`src/inc/stp_defs.svh`:
```
// Purpose: Register offsets, field positions, reset values and timing figures of the shared timer prescaler.
// Assumes: Word-aligned Wishbone registers, 8-bit data in the low bits.
// Notes: Definitions only.
`ifndef STP_DEFS_SVH
`define STP_DEFS_SVH

// ----------------------------------------------------------------
// Register offsets (byte addresses)
// ----------------------------------------------------------------
`define STP_OFS_FLAGS 4'h0
`define STP_OFS_GENCTL 4'h4
`define STP_OFS_CLKSEL 4'h8
`define STP_OFS_IRQEN 4'hc

// ----------------------------------------------------------------
// Field positions
// ----------------------------------------------------------------
`define STP_BIT_OVF 0
`define STP_BIT_CMPA 1
`define STP_BIT_SHARED_RST 0
`define STP_BIT_ASYNC_RST 1
`define STP_BIT_SYNC_HOLD 7
`define STP_CS0_LSB 0
`define STP_CS1_LSB 4

// ----------------------------------------------------------------
// Reset values and divider taps
// ----------------------------------------------------------------
`define STP_RST_BYTE 8'h00
`define STP_DIV_W 10
`define STP_TAP8 3
`define STP_TAP64 6
`define STP_TAP256 8
`define STP_TAP1024 10
`define STP_CLK_PERIOD_NS 100

`endif

```
`src/inc/stp_pkg.sv`:
```
// Purpose: Types shared by the shared timer prescaler.
// Assumes: Nothing beyond the header of constants.
// Notes: Clock-select codes follow the three-bit select field.
package stp_pkg;

	typedef enum logic [2:0] {
		STP_CS_STOP = 3'h0,
		STP_CS_DIRECT = 3'h1,
		STP_CS_DIV8 = 3'h2,
		STP_CS_DIV64 = 3'h3,
		STP_CS_DIV256 = 3'h4,
		STP_CS_DIV1024 = 3'h5,
		STP_CS_EXT_FALL = 3'h6,
		STP_CS_EXT_RISE = 3'h7
	} stp_cs_e;

	typedef struct packed {
		logic overflow_event;
		logic compare_event;
		logic overflow_vector_taken;
		logic compare_vector_taken;
	} stp_timer_ev_s;

	typedef struct packed {
		logic overflow_irq;
		logic compare_irq;
	} stp_irq_s;

endpackage

```
`src/verilog/stp_shared_prescaler.sv`:
```
// Purpose: Shared prescaler, clock select, external count pin sampling and timer-0 interrupt flags.
// Assumes: One 10 MHz clock; timer-0 counter logic outside reports overflow and compare events.
// Notes: Registers reached over classic Wishbone with one-wait-state ack.
//
// The address map and the Wishbone interface to the registers were left to the implementer.
`include "stp_defs.svh"
`timescale 1ns/1ps
`default_nettype none

module stp_shared_prescaler #(
	parameter int DIV_W = `STP_DIV_W
) (
	input wire logic clk_i,
	input wire logic rst_i,
	input wire logic wb_cyc_i,
	input wire logic wb_stb_i,
	input wire logic wb_we_i,
	input wire logic [3:0] wb_adr_i,
	input wire logic [3:0] wb_sel_i,
	input wire logic [31:0] wb_dat_i,
	output logic [31:0] wb_dat_o,
	output logic wb_ack_o,
	input wire logic global_irq_enable_i,
	input wire logic external_count_pin0_i,
	input wire logic external_count_pin1_i,
	input wire stp_pkg::stp_timer_ev_s timer0_ev_i,
	output logic [1:0] timer_tick_o,
	output logic [1:0] timer_halt_o,
	output logic async_divider_reset_o,
	output stp_pkg::stp_irq_s timer0_irq_o
);
	import stp_pkg::*;

	// ----------------------------------------------------------------
	// Parameter check
	// ----------------------------------------------------------------
	// The widest tap reads the top divider bit, so a shorter divider cannot serve it.
	if (DIV_W < `STP_TAP1024) begin : gen_div_w_check
		$error("divider narrower than the widest tap");
	end

	// ----------------------------------------------------------------
	// Bus slave
	// ----------------------------------------------------------------
	logic ack_reg;
	logic [31:0] rdata_reg;
	logic req;
	logic wr_strobe;
	logic [7:0] wbyte;
	logic [7:0] flags_reg;
	logic [7:0] clksel_reg;
	logic [7:0] irqen_reg;
	logic sync_hold_mode_reg;
	logic shared_divider_reset_reg;
	logic async_divider_reset_reg;

	assign req = wb_cyc_i && wb_stb_i && !ack_reg;
	assign wr_strobe = req && wb_we_i && wb_sel_i[0];
	assign wbyte = wb_dat_i[7:0];
	assign wb_ack_o = ack_reg;
	assign wb_dat_o = rdata_reg;

	always_ff @(posedge clk_i) begin
		if (rst_i) begin
			ack_reg <= 1'b0;
		end else begin
			ack_reg <= req;
		end
	end

	always_ff @(posedge clk_i) begin
		if (rst_i) begin
			rdata_reg <= 32'h0;
		end else if (req && !wb_we_i) begin
			unique case (wb_adr_i)
				`STP_OFS_FLAGS: rdata_reg <= {24'h0, flags_reg};
				`STP_OFS_GENCTL: rdata_reg <= {24'h0, sync_hold_mode_reg, 5'h0,
					async_divider_reset_reg, shared_divider_reset_reg};
				`STP_OFS_CLKSEL: rdata_reg <= {24'h0, clksel_reg};
				`STP_OFS_IRQEN: rdata_reg <= {24'h0, irqen_reg};
				default: rdata_reg <= 32'h0;
			endcase
		end
	end

	// ----------------------------------------------------------------
	// Control registers
	// ----------------------------------------------------------------
	always_ff @(posedge clk_i) begin
		if (rst_i) begin
			clksel_reg <= `STP_RST_BYTE;
			irqen_reg <= `STP_RST_BYTE;
		end else if (wr_strobe && wb_adr_i == `STP_OFS_CLKSEL) begin
			clksel_reg <= {1'b0, wbyte[6:4], 1'b0, wbyte[2:0]};
		end else if (wr_strobe && wb_adr_i == `STP_OFS_IRQEN) begin
			irqen_reg <= {6'h0, wbyte[1:0]};
		end
	end

	// Reset bits hold while sync hold is set and drop as soon as it is cleared.
	always_ff @(posedge clk_i) begin
		if (rst_i) begin
			sync_hold_mode_reg <= 1'b0;
			shared_divider_reset_reg <= 1'b0;
			async_divider_reset_reg <= 1'b0;
		end else if (wr_strobe && wb_adr_i == `STP_OFS_GENCTL) begin
			sync_hold_mode_reg <= wbyte[`STP_BIT_SYNC_HOLD];
			if (wbyte[`STP_BIT_SYNC_HOLD]) begin
				shared_divider_reset_reg <= wbyte[`STP_BIT_SHARED_RST];
				async_divider_reset_reg <= wbyte[`STP_BIT_ASYNC_RST];
			end else begin
				shared_divider_reset_reg <= 1'b0;
				async_divider_reset_reg <= 1'b0;
			end
		end else if (!sync_hold_mode_reg) begin
			shared_divider_reset_reg <= 1'b0;
			async_divider_reset_reg <= 1'b0;
		end
	end

	// Without hold mode the write itself restarts the divider, so the reset bit never reads back as one.
	logic divider_clear;
	logic shared_reset_write;
	assign shared_reset_write = wr_strobe && wb_adr_i == `STP_OFS_GENCTL && wbyte[`STP_BIT_SHARED_RST];
	assign divider_clear = shared_divider_reset_reg || shared_reset_write;
	assign async_divider_reset_o = async_divider_reset_reg;
	assign timer_halt_o = {2{shared_divider_reset_reg && sync_hold_mode_reg}};

	// ----------------------------------------------------------------
	// Shared divider
	// ----------------------------------------------------------------
	logic [DIV_W-1:0] div_reg;
	logic [DIV_W-1:0] div_next;
	logic [4:0] tap_pulse;

	assign div_next = div_reg + DIV_W'(1);

	always_ff @(posedge clk_i) begin
		if (rst_i || divider_clear) begin
			div_reg <= '0;
		end else begin
			div_reg <= div_next;
		end
	end

	// A tap pulses when the low bits of the count roll over.
	assign tap_pulse[0] = 1'b1;
	assign tap_pulse[1] = !divider_clear && (&div_reg[`STP_TAP8-1:0]);
	assign tap_pulse[2] = !divider_clear && (&div_reg[`STP_TAP64-1:0]);
	assign tap_pulse[3] = !divider_clear && (&div_reg[`STP_TAP256-1:0]);
	assign tap_pulse[4] = !divider_clear && (&div_reg[`STP_TAP1024-1:0]);

	// ----------------------------------------------------------------
	// External pin sampling and per-timer clock select
	// ----------------------------------------------------------------
	logic [1:0] pin_meta_reg;
	logic [1:0] pin_sync_reg;
	logic [1:0] pin_last_reg;
	logic [1:0] tick_reg;
	logic [1:0] pin_raw;

	assign pin_raw = {external_count_pin1_i, external_count_pin0_i};

	// Two flops replace the flop-latch pair; delay still lands within the stated window.
	always_ff @(posedge clk_i) begin
		if (rst_i) begin
			pin_meta_reg <= 2'h0;
			pin_sync_reg <= 2'h0;
			pin_last_reg <= 2'h0;
		end else begin
			pin_meta_reg <= pin_raw;
			pin_sync_reg <= pin_meta_reg;
			pin_last_reg <= pin_sync_reg;
		end
	end

	stp_cs_e sel [2];
	logic [1:0] tick_next;

	always_comb begin
		sel[0] = stp_cs_e'(clksel_reg[`STP_CS0_LSB +: 3]);
		sel[1] = stp_cs_e'(clksel_reg[`STP_CS1_LSB +: 3]);
		for (int t = 0; t < 2; t++) begin
			unique case (sel[t])
				STP_CS_STOP: tick_next[t] = 1'b0;
				STP_CS_DIRECT: tick_next[t] = tap_pulse[0];
				STP_CS_DIV8: tick_next[t] = tap_pulse[1];
				STP_CS_DIV64: tick_next[t] = tap_pulse[2];
				STP_CS_DIV256: tick_next[t] = tap_pulse[3];
				STP_CS_DIV1024: tick_next[t] = tap_pulse[4];
				STP_CS_EXT_FALL: tick_next[t] = pin_last_reg[t] && !pin_sync_reg[t];
				STP_CS_EXT_RISE: tick_next[t] = !pin_last_reg[t] && pin_sync_reg[t];
			endcase
			if (timer_halt_o[t]) begin
				tick_next[t] = 1'b0;
			end
		end
	end

	always_ff @(posedge clk_i) begin
		if (rst_i) begin
			tick_reg <= 2'h0;
		end else begin
			tick_reg <= tick_next;
		end
	end

	assign timer_tick_o = tick_reg;

	// ----------------------------------------------------------------
	// Timer-0 interrupt flags
	// ----------------------------------------------------------------
	logic w1c;
	assign w1c = wr_strobe && wb_adr_i == `STP_OFS_FLAGS;

	// A set arriving with a clear wins, so no event is lost.
	always_ff @(posedge clk_i) begin
		if (rst_i) begin
			flags_reg <= `STP_RST_BYTE;
		end else begin
			if (timer0_ev_i.compare_event) begin
				flags_reg[`STP_BIT_CMPA] <= 1'b1;
			end else if (timer0_ev_i.compare_vector_taken) begin
				flags_reg[`STP_BIT_CMPA] <= 1'b0;
			end else if (w1c && wbyte[`STP_BIT_CMPA]) begin
				flags_reg[`STP_BIT_CMPA] <= 1'b0;
			end
			// Overflow events already mark the phase-correct reversal at zero.
			if (timer0_ev_i.overflow_event) begin
				flags_reg[`STP_BIT_OVF] <= 1'b1;
			end else if (timer0_ev_i.overflow_vector_taken || (w1c && wbyte[`STP_BIT_OVF])) begin
				flags_reg[`STP_BIT_OVF] <= 1'b0;
			end
		end
	end

	assign timer0_irq_o.compare_irq = global_irq_enable_i && irqen_reg[`STP_BIT_CMPA]
		&& flags_reg[`STP_BIT_CMPA];
	assign timer0_irq_o.overflow_irq = global_irq_enable_i && irqen_reg[`STP_BIT_OVF]
		&& flags_reg[`STP_BIT_OVF];

	// ----------------------------------------------------------------
	// Checks
	// ----------------------------------------------------------------
	cmp_flag_set_a: assert property (@(posedge clk_i) disable iff (rst_i)
		timer0_ev_i.compare_event |=> flags_reg[`STP_BIT_CMPA])
		else $error("compare flag not set after match");
	cmp_vec_clear_a: assert property (@(posedge clk_i) disable iff (rst_i)
		(timer0_ev_i.compare_vector_taken && !timer0_ev_i.compare_event) |=> !flags_reg[`STP_BIT_CMPA])
		else $error("compare flag not cleared by vector");
	cmp_w0_keep_a: assert property (@(posedge clk_i) disable iff (rst_i)
		(w1c && !wbyte[`STP_BIT_CMPA] && !timer0_ev_i.compare_vector_taken && flags_reg[`STP_BIT_CMPA])
		|=> flags_reg[`STP_BIT_CMPA])
		else $error("writing zero changed compare flag");
	cmp_irq_gate_a: assert property (@(posedge clk_i) disable iff (rst_i)
		timer0_irq_o.compare_irq |-> (global_irq_enable_i && irqen_reg[1] && flags_reg[1]))
		else $error("compare request without all enables");
	ovf_clear_a: assert property (@(posedge clk_i) disable iff (rst_i)
		(w1c && wbyte[0] && !timer0_ev_i.overflow_event) |=> !flags_reg[0])
		else $error("overflow flag not cleared by write");
	ovf_irq_gate_a: assert property (@(posedge clk_i) disable iff (rst_i)
		timer0_irq_o.overflow_irq |-> (global_irq_enable_i && flags_reg[0] && irqen_reg[0]))
		else $error("overflow request without all enables");
	stop_no_tick_a: assert property (@(posedge clk_i) disable iff (rst_i)
		(clksel_reg[2:0] == 3'h0) |=> !timer_tick_o[0])
		else $error("stopped timer ticked");
	div_clear_a: assert property (@(posedge clk_i) disable iff (rst_i)
		divider_clear |=> div_reg == '0)
		else $error("divider not restarted");
	pin_rise_tick_a: assert property (@(posedge clk_i) disable iff (rst_i)
		($rose(pin_sync_reg[0]) && clksel_reg[2:0] == 3'h7 && !timer_halt_o[0]) |=> timer_tick_o[0])
		else $error("rising pin edge gave no tick");
	hold_release_a: assert property (@(posedge clk_i) disable iff (rst_i)
		(w1c == 1'b0 && wr_strobe && wb_adr_i == `STP_OFS_GENCTL && !wbyte[7]) |=> !shared_divider_reset_reg)
		else $error("divider reset kept after hold release");

	// ----------------------------------------------------------------
	// Flag checks
	// ----------------------------------------------------------------
	ovf_flag_set_a: assert property (@(posedge clk_i) disable iff (rst_i)
		timer0_ev_i.overflow_event |=> flags_reg[`STP_BIT_OVF])
		else $error("overflow flag not set after overflow");
	ovf_vec_clear_a: assert property (@(posedge clk_i) disable iff (rst_i)
		(timer0_ev_i.overflow_vector_taken && !timer0_ev_i.overflow_event) |=> !flags_reg[`STP_BIT_OVF])
		else $error("overflow flag not cleared by vector");
	ovf_w0_keep_a: assert property (@(posedge clk_i) disable iff (rst_i)
		(w1c && !wbyte[`STP_BIT_OVF] && !timer0_ev_i.overflow_vector_taken && flags_reg[`STP_BIT_OVF])
		|=> flags_reg[`STP_BIT_OVF])
		else $error("writing zero changed overflow flag");
	cmp_w1_clear_a: assert property (@(posedge clk_i) disable iff (rst_i)
		(w1c && wbyte[`STP_BIT_CMPA] && !timer0_ev_i.compare_event) |=> !flags_reg[`STP_BIT_CMPA])
		else $error("compare flag not cleared by write");
	cmp_irq_on_a: assert property (@(posedge clk_i) disable iff (rst_i)
		(global_irq_enable_i && irqen_reg[`STP_BIT_CMPA] && flags_reg[`STP_BIT_CMPA])
		|-> timer0_irq_o.compare_irq)
		else $error("compare request missing");
	ovf_irq_on_a: assert property (@(posedge clk_i) disable iff (rst_i)
		(global_irq_enable_i && irqen_reg[`STP_BIT_OVF] && flags_reg[`STP_BIT_OVF])
		|-> timer0_irq_o.overflow_irq)
		else $error("overflow request missing");

	// ----------------------------------------------------------------
	// Clock-select checks
	// ----------------------------------------------------------------
	direct_tick_a: assert property (@(posedge clk_i) disable iff (rst_i)
		(clksel_reg[2:0] == 3'h1 && !timer_halt_o[0]) |=> timer_tick_o[0])
		else $error("direct select missed a cycle");
	tap8_tick_a: assert property (@(posedge clk_i) disable iff (rst_i)
		(clksel_reg[2:0] == 3'h2 && !timer_halt_o[0] && !divider_clear && div_reg[2:0] == 3'h7)
		|=> timer_tick_o[0])
		else $error("divide-by-8 tap gave no tick");
	tap1024_tick_a: assert property (@(posedge clk_i) disable iff (rst_i)
		(clksel_reg[2:0] == 3'h5 && !timer_halt_o[0] && !divider_clear && (&div_reg[`STP_TAP1024-1:0]))
		|=> timer_tick_o[0])
		else $error("divide-by-1024 tap gave no tick");
	shared_taps_a: assert property (@(posedge clk_i) disable iff (rst_i)
		(clksel_reg[2:0] == clksel_reg[6:4] && clksel_reg[2:0] != 3'h0 && clksel_reg[2:1] != 2'b11)
		|=> timer_tick_o[0] == timer_tick_o[1])
		else $error("timers on one tap ticked apart");
	tick1_stop_a: assert property (@(posedge clk_i) disable iff (rst_i)
		(clksel_reg[6:4] == 3'h0) |=> !timer_tick_o[1])
		else $error("stopped second timer ticked");
	ext_fall_tick_a: assert property (@(posedge clk_i) disable iff (rst_i)
		($fell(pin_sync_reg[1]) && clksel_reg[6:4] == 3'h6 && !timer_halt_o[1]) |=> timer_tick_o[1])
		else $error("falling pin edge gave no tick");
	ext_one_tick_a: assert property (@(posedge clk_i) disable iff (rst_i)
		(timer_tick_o[0] && clksel_reg[2:1] == 2'b11 && $stable(clksel_reg[2:0]))
		|=> !timer_tick_o[0])
		else $error("one pin edge gave two ticks");
	halt_no_tick_a: assert property (@(posedge clk_i) disable iff (rst_i)
		(timer_halt_o != 2'h0) |=> (timer_tick_o == 2'h0))
		else $error("halted timer ticked");

	// ----------------------------------------------------------------
	// Divider and bus checks
	// ----------------------------------------------------------------
	div_run_a: assert property (@(posedge clk_i) disable iff (rst_i)
		!divider_clear |=> div_reg == $past(div_reg) + DIV_W'(1))
		else $error("divider did not run freely");
	shared_pulse_a: assert property (@(posedge clk_i) disable iff (rst_i)
		(shared_reset_write && !wbyte[`STP_BIT_SYNC_HOLD]) |=> (div_reg == '0 && !shared_divider_reset_reg))
		else $error("divider reset did not self-clear");
	hold_keep_a: assert property (@(posedge clk_i) disable iff (rst_i)
		(sync_hold_mode_reg && shared_divider_reset_reg && !(wr_strobe && wb_adr_i == `STP_OFS_GENCTL))
		|=> (shared_divider_reset_reg && timer_halt_o == 2'h3))
		else $error("held divider reset dropped");
	ack_pulse_a: assert property (@(posedge clk_i) disable iff (rst_i)
		wb_ack_o |=> !wb_ack_o)
		else $error("bus ack longer than one cycle");
	ack_answer_a: assert property (@(posedge clk_i) disable iff (rst_i)
		(wb_cyc_i && wb_stb_i && !wb_ack_o) |=> wb_ack_o)
		else $error("bus request not acknowledged");

endmodule

`default_nettype wire

```
`config.mk`:
```
export PLATFORM = sky130hd
export DESIGN_NAME = stp_shared_prescaler
export DESIGN_NICKNAME = d
export VERILOG_FILES = /design/src/inc/stp_pkg.sv /design/src/verilog/stp_shared_prescaler.sv
export VERILOG_INCLUDE_DIRS = /design/src /design/src/inc
export SDC_FILE = /design/constraint.sdc
export NUM_CORES = 1
export LEC_CHECK = 0
export ABC_CLOCK_PERIOD_IN_PS = 1760
export BUFFER_PORTS_ARGS = -buffer_cell sky130_fd_sc_hd__buf_2
export CORE_UTILIZATION = 43
export DETAILED_ROUTE_END_ITERATION = 10
export PLACE_DENSITY = 0.84
export SETUP_SLACK_MARGIN = 0.02
export SLEW_MARGIN = 20
export SYNTH_ARGS = -nofsm -noshare
export SYNTH_HDL_FRONTEND = slang
export SYNTH_SLANG_ARGS = --single-unit
```
`constraint.sdc`:
```
create_clock -name clk_i -period 1.76 [get_ports clk_i]
set_input_delay 0.176 -clock clk_i [delete_from_list [all_inputs] [get_ports clk_i]]
set_output_delay 0.176 -clock clk_i [all_outputs]
set_load 0.01 [all_outputs]
```
==> impl_metrics.py <==
metrics = {
    "floorplanning": {
        "row_count": 24,
        "core_um2": 4350,
        "dieWidth_um": 69.1,
        "die_h_um": 69.1,
        "io_pins": 92,
        "initial_core_util_pct": 44.5,
        "dieArea_um2": 4770,
    },
    "synth": {
        "synth_area_um2": 1940,
        "ys_seq_area_share_pct": 40.3,
        "post_synth.cell_area_avg_um2": 9.26,
        "ys_ff_latch": 39,
        "synthArstFlopShare_pct": 0,
        "yosys_warnings": 0,
        "synth_cell_type_count": 41,
        "synth_cells": 209,
        "ys.flop_type": "dfxtp_1",
        "synth_edf_count": 0,
    },
    "placed_design": {
        "gp_congestion": 0.778,
        "dp_hpwl_um": 2610,
        "port_buffers": 38,
        "placed_area_um2": 2060,
    },
    "critical_path": {
        "cp_max_fo": 3,
        "arrival_ns": 1.78,
        "cp-startpoint": "div_reg[0]",
        "cp.required_ns": 1.92,
        "slowest_delay_ns": 0.32,
        "critPathCaptureType": "register",
        "r2r_setup_slack_ns": 0.14,
        "r2r-start": "div_reg[0]",
        "critPathSlowestCell": "dfxtp_1",
        "crit_type": "reg -> reg",
        "crit_top_cell": "ha_1",
        "cp-start-kind": "register",
        "worstReg2RegEnd": "timer_tick_o[1]",
        "reg2regPathDepth": 6,
        "critical_path.cell_chain": "ha_1 > ha_1 > nor2b_1 > a41o_1 > a211oi_1 > o32ai_1",
    },
    "timing": {
        "setup_viol": 0,
        "hold_violations": 0,
        "grt_setup_unrepaired": "no",
        "drv_slew": 0,
        "max_freq_mhz": 617,
        "finalSetupTns_ns": 0,
        "fin_crit_ns": 1.62,
        "fin_crit_sh_pct": 92.1,
        "finalClockSkew_ns": 0.00505,
    },
    "pwr": {
        "power_density_nw_per_um2": 864,
        "combPwrFrac_pct": 6.7,
        "p_int_mw": 1.51,
        "swShare_pct": 20.3,
        "net-switching-power_mw": 0.385,
        "p_seq_share_pct": 47.8,
        "p_clk_share_pct": 45.4,
        "ir_drop_uv": 508,
        "p_leak_nw": 0.943,
    },
    "run": {
        "max_cap_viol_count": 0,
    },
    "detailed_routing": {
        "vias": 1479,
        "first_pass_iters": 4,
        "drc": 0,
        "drtIter0Drc": 101,
        "viasPerCell": 4.87,
        "final_antenna_net_count": 0,
        "wl_per_cell_um": 11.3,
        "routed_wl_um": 3430,
    },
    "final_layout": {
        "drive_gt1_share_pct": 20.6,
        "nNetsFinal": 305,
        "antenna_cells": 0,
        "area_growth_pct": 13.4,
        "finalInstanceArea_um2": 2200,
        "largest_reg_flops": 10,
    },
    "global_routing": {
        "grt_pass1_vias": 1343,
        "grt_pass1_wl_um": 5830,
        "grt_overflow": 0,
        "grt_antenna_before_repair": 0,
        "grt_max_degree": 18,
        "track_usage_pct": 15.0,
    },
    "clock_network": {
        "post_cts_resized": 0,
        "cts.path.max_buffers": 2,
        "cts_tree": "done",
        "clock-sinks": 39,
        "cts_buffers": 5,
        "clock_latency_ns": 0.29,
        "cts_hold_buf": 0,
        "cts_max_level": 2,
        "cts-root-buf": "clkbuf_8",
        "cts_setup_buffers": 0,
        "clk_pin_slew_ns": 0.07,
    },
    "outcome": {
        "outcome": "complete, no violations",
    },
    "worst_hold_path": {
        "hold_path_depth": 2,
        "hold_start": "external_count_pin0_i",
        "whs_endpoint": "pin_meta_reg[0]",
        "hold_class": "in -> reg",
    },
}
cell usage after synthesis (all sizes together), types with 3 or more instances:
cell type  instances  share of area, %
nand3b             3               1.2
xor2               5               2.3
nor2              32               6.2
and3               4               1.3
inv                7               1.4
nor2b              8               2.6
buf               27                10
mux2i              9               4.7
a22oi              4               1.6
nand2b             5               1.6
nand2              8               1.6
dfxtp             39                40
a21oi              8               2.1
nand4              4               1.3
nor4               4               1.3
clkbuf             4               2.3
nand3              7               1.8
critical path: cells and delay by family (launching register included):
kind | cells | cell delay, ns
AOI/OAI and AO/OA | 3 | 0.62
adders and majority gates | 2 | 0.42
DFF | 1 | 0.32
and+or+nand+nor | 1 | 0.13
worst max-delay path by stage:
stage	endpoint	slack, ns
finish	timer_tick_o[1]	0.14
detailed placement	clksel_reg[6]	0.13
CTS	timer_tick_o[1]	0.13
floorplan	div_reg[8]	0.28
global route	timer_tick_o[1]	0.05
global placement	timer_tick_o[1]	0.14
cell type report:
cell class              instances  area (um2)
fillers                       400        2160
multi-input cells             156         971
flip-flops and latches         39         781
repair buffers                 42         220
clock buffers                   6        72.6
well taps                      52        65.1
clock inverters                 2        60.1
inverters                       7        26.3
routing by layer:
layer,GRT usage (%),vias to the layer above,routed length (um)
met5,0,-,0
met4,7.03,0,58
met3,3.22,7,112
met2,24.5,41,1630
met1,19.0,667,1630
li1,-,764,-
placed cells by master, fill, tap and decap left out, types with 7 or more instances in the layout:
cell / n
dfxtp_1: 39
buf_2: 38
nor2_1: 32
conb_1: 25
mux2i_1: 9
nand2_1: 8
a21oi_1: 8
nor2b_1: 8
nand3_1: 7
inv_1: 7
per-stage QoR:
step / std cells / setup WS [ns] / power [mW] / util, % / hold WS (ns)
floorplan: 233 / 0.276 / 1.05 / - / 0.303
global placement: 296 / 0.141 / 1.05 / 47.4 / 0.387
detailed placement: 296 / 0.127 / 1.05 / 47.4 / 0.388
CTS: 304 / 0.129 / 1.91 / 50.4 / 0.0844
global route: 304 / 0.0457 / 1.96 / 50.4 / 0.103
finish: 304 / 0.139 / 1.90 / 50.4 / 0.0901
power groups by stage:
stage                     combinational [mW]  sequential (mW)  clock [mW]
after floorplan                        0.126            0.926           0
after global placement                 0.124            0.927           0
after detailed placement               0.126            0.928           0
after CTS                              0.127            0.908       0.876
after global routing                   0.143            0.909       0.909
final                                  0.127            0.908       0.862
cell families (layout without fill, tap and decap cells):
group	after synthesis	in the layout	synth area share, %
AO/OA/AOI/OAI	24	24	8.66
XOR/XNOR	7	7	3.17
adder cells (fa/ha/maj)	2	2	1.29
buffers and inverters	38	57	14.2
flip-flops	39	39	40.3
multiplexers	11	11	7.37
other	1	25	0.194
AND/OR/NAND/NOR	87	87	24.8
Power figures use the tool's default switching activity.
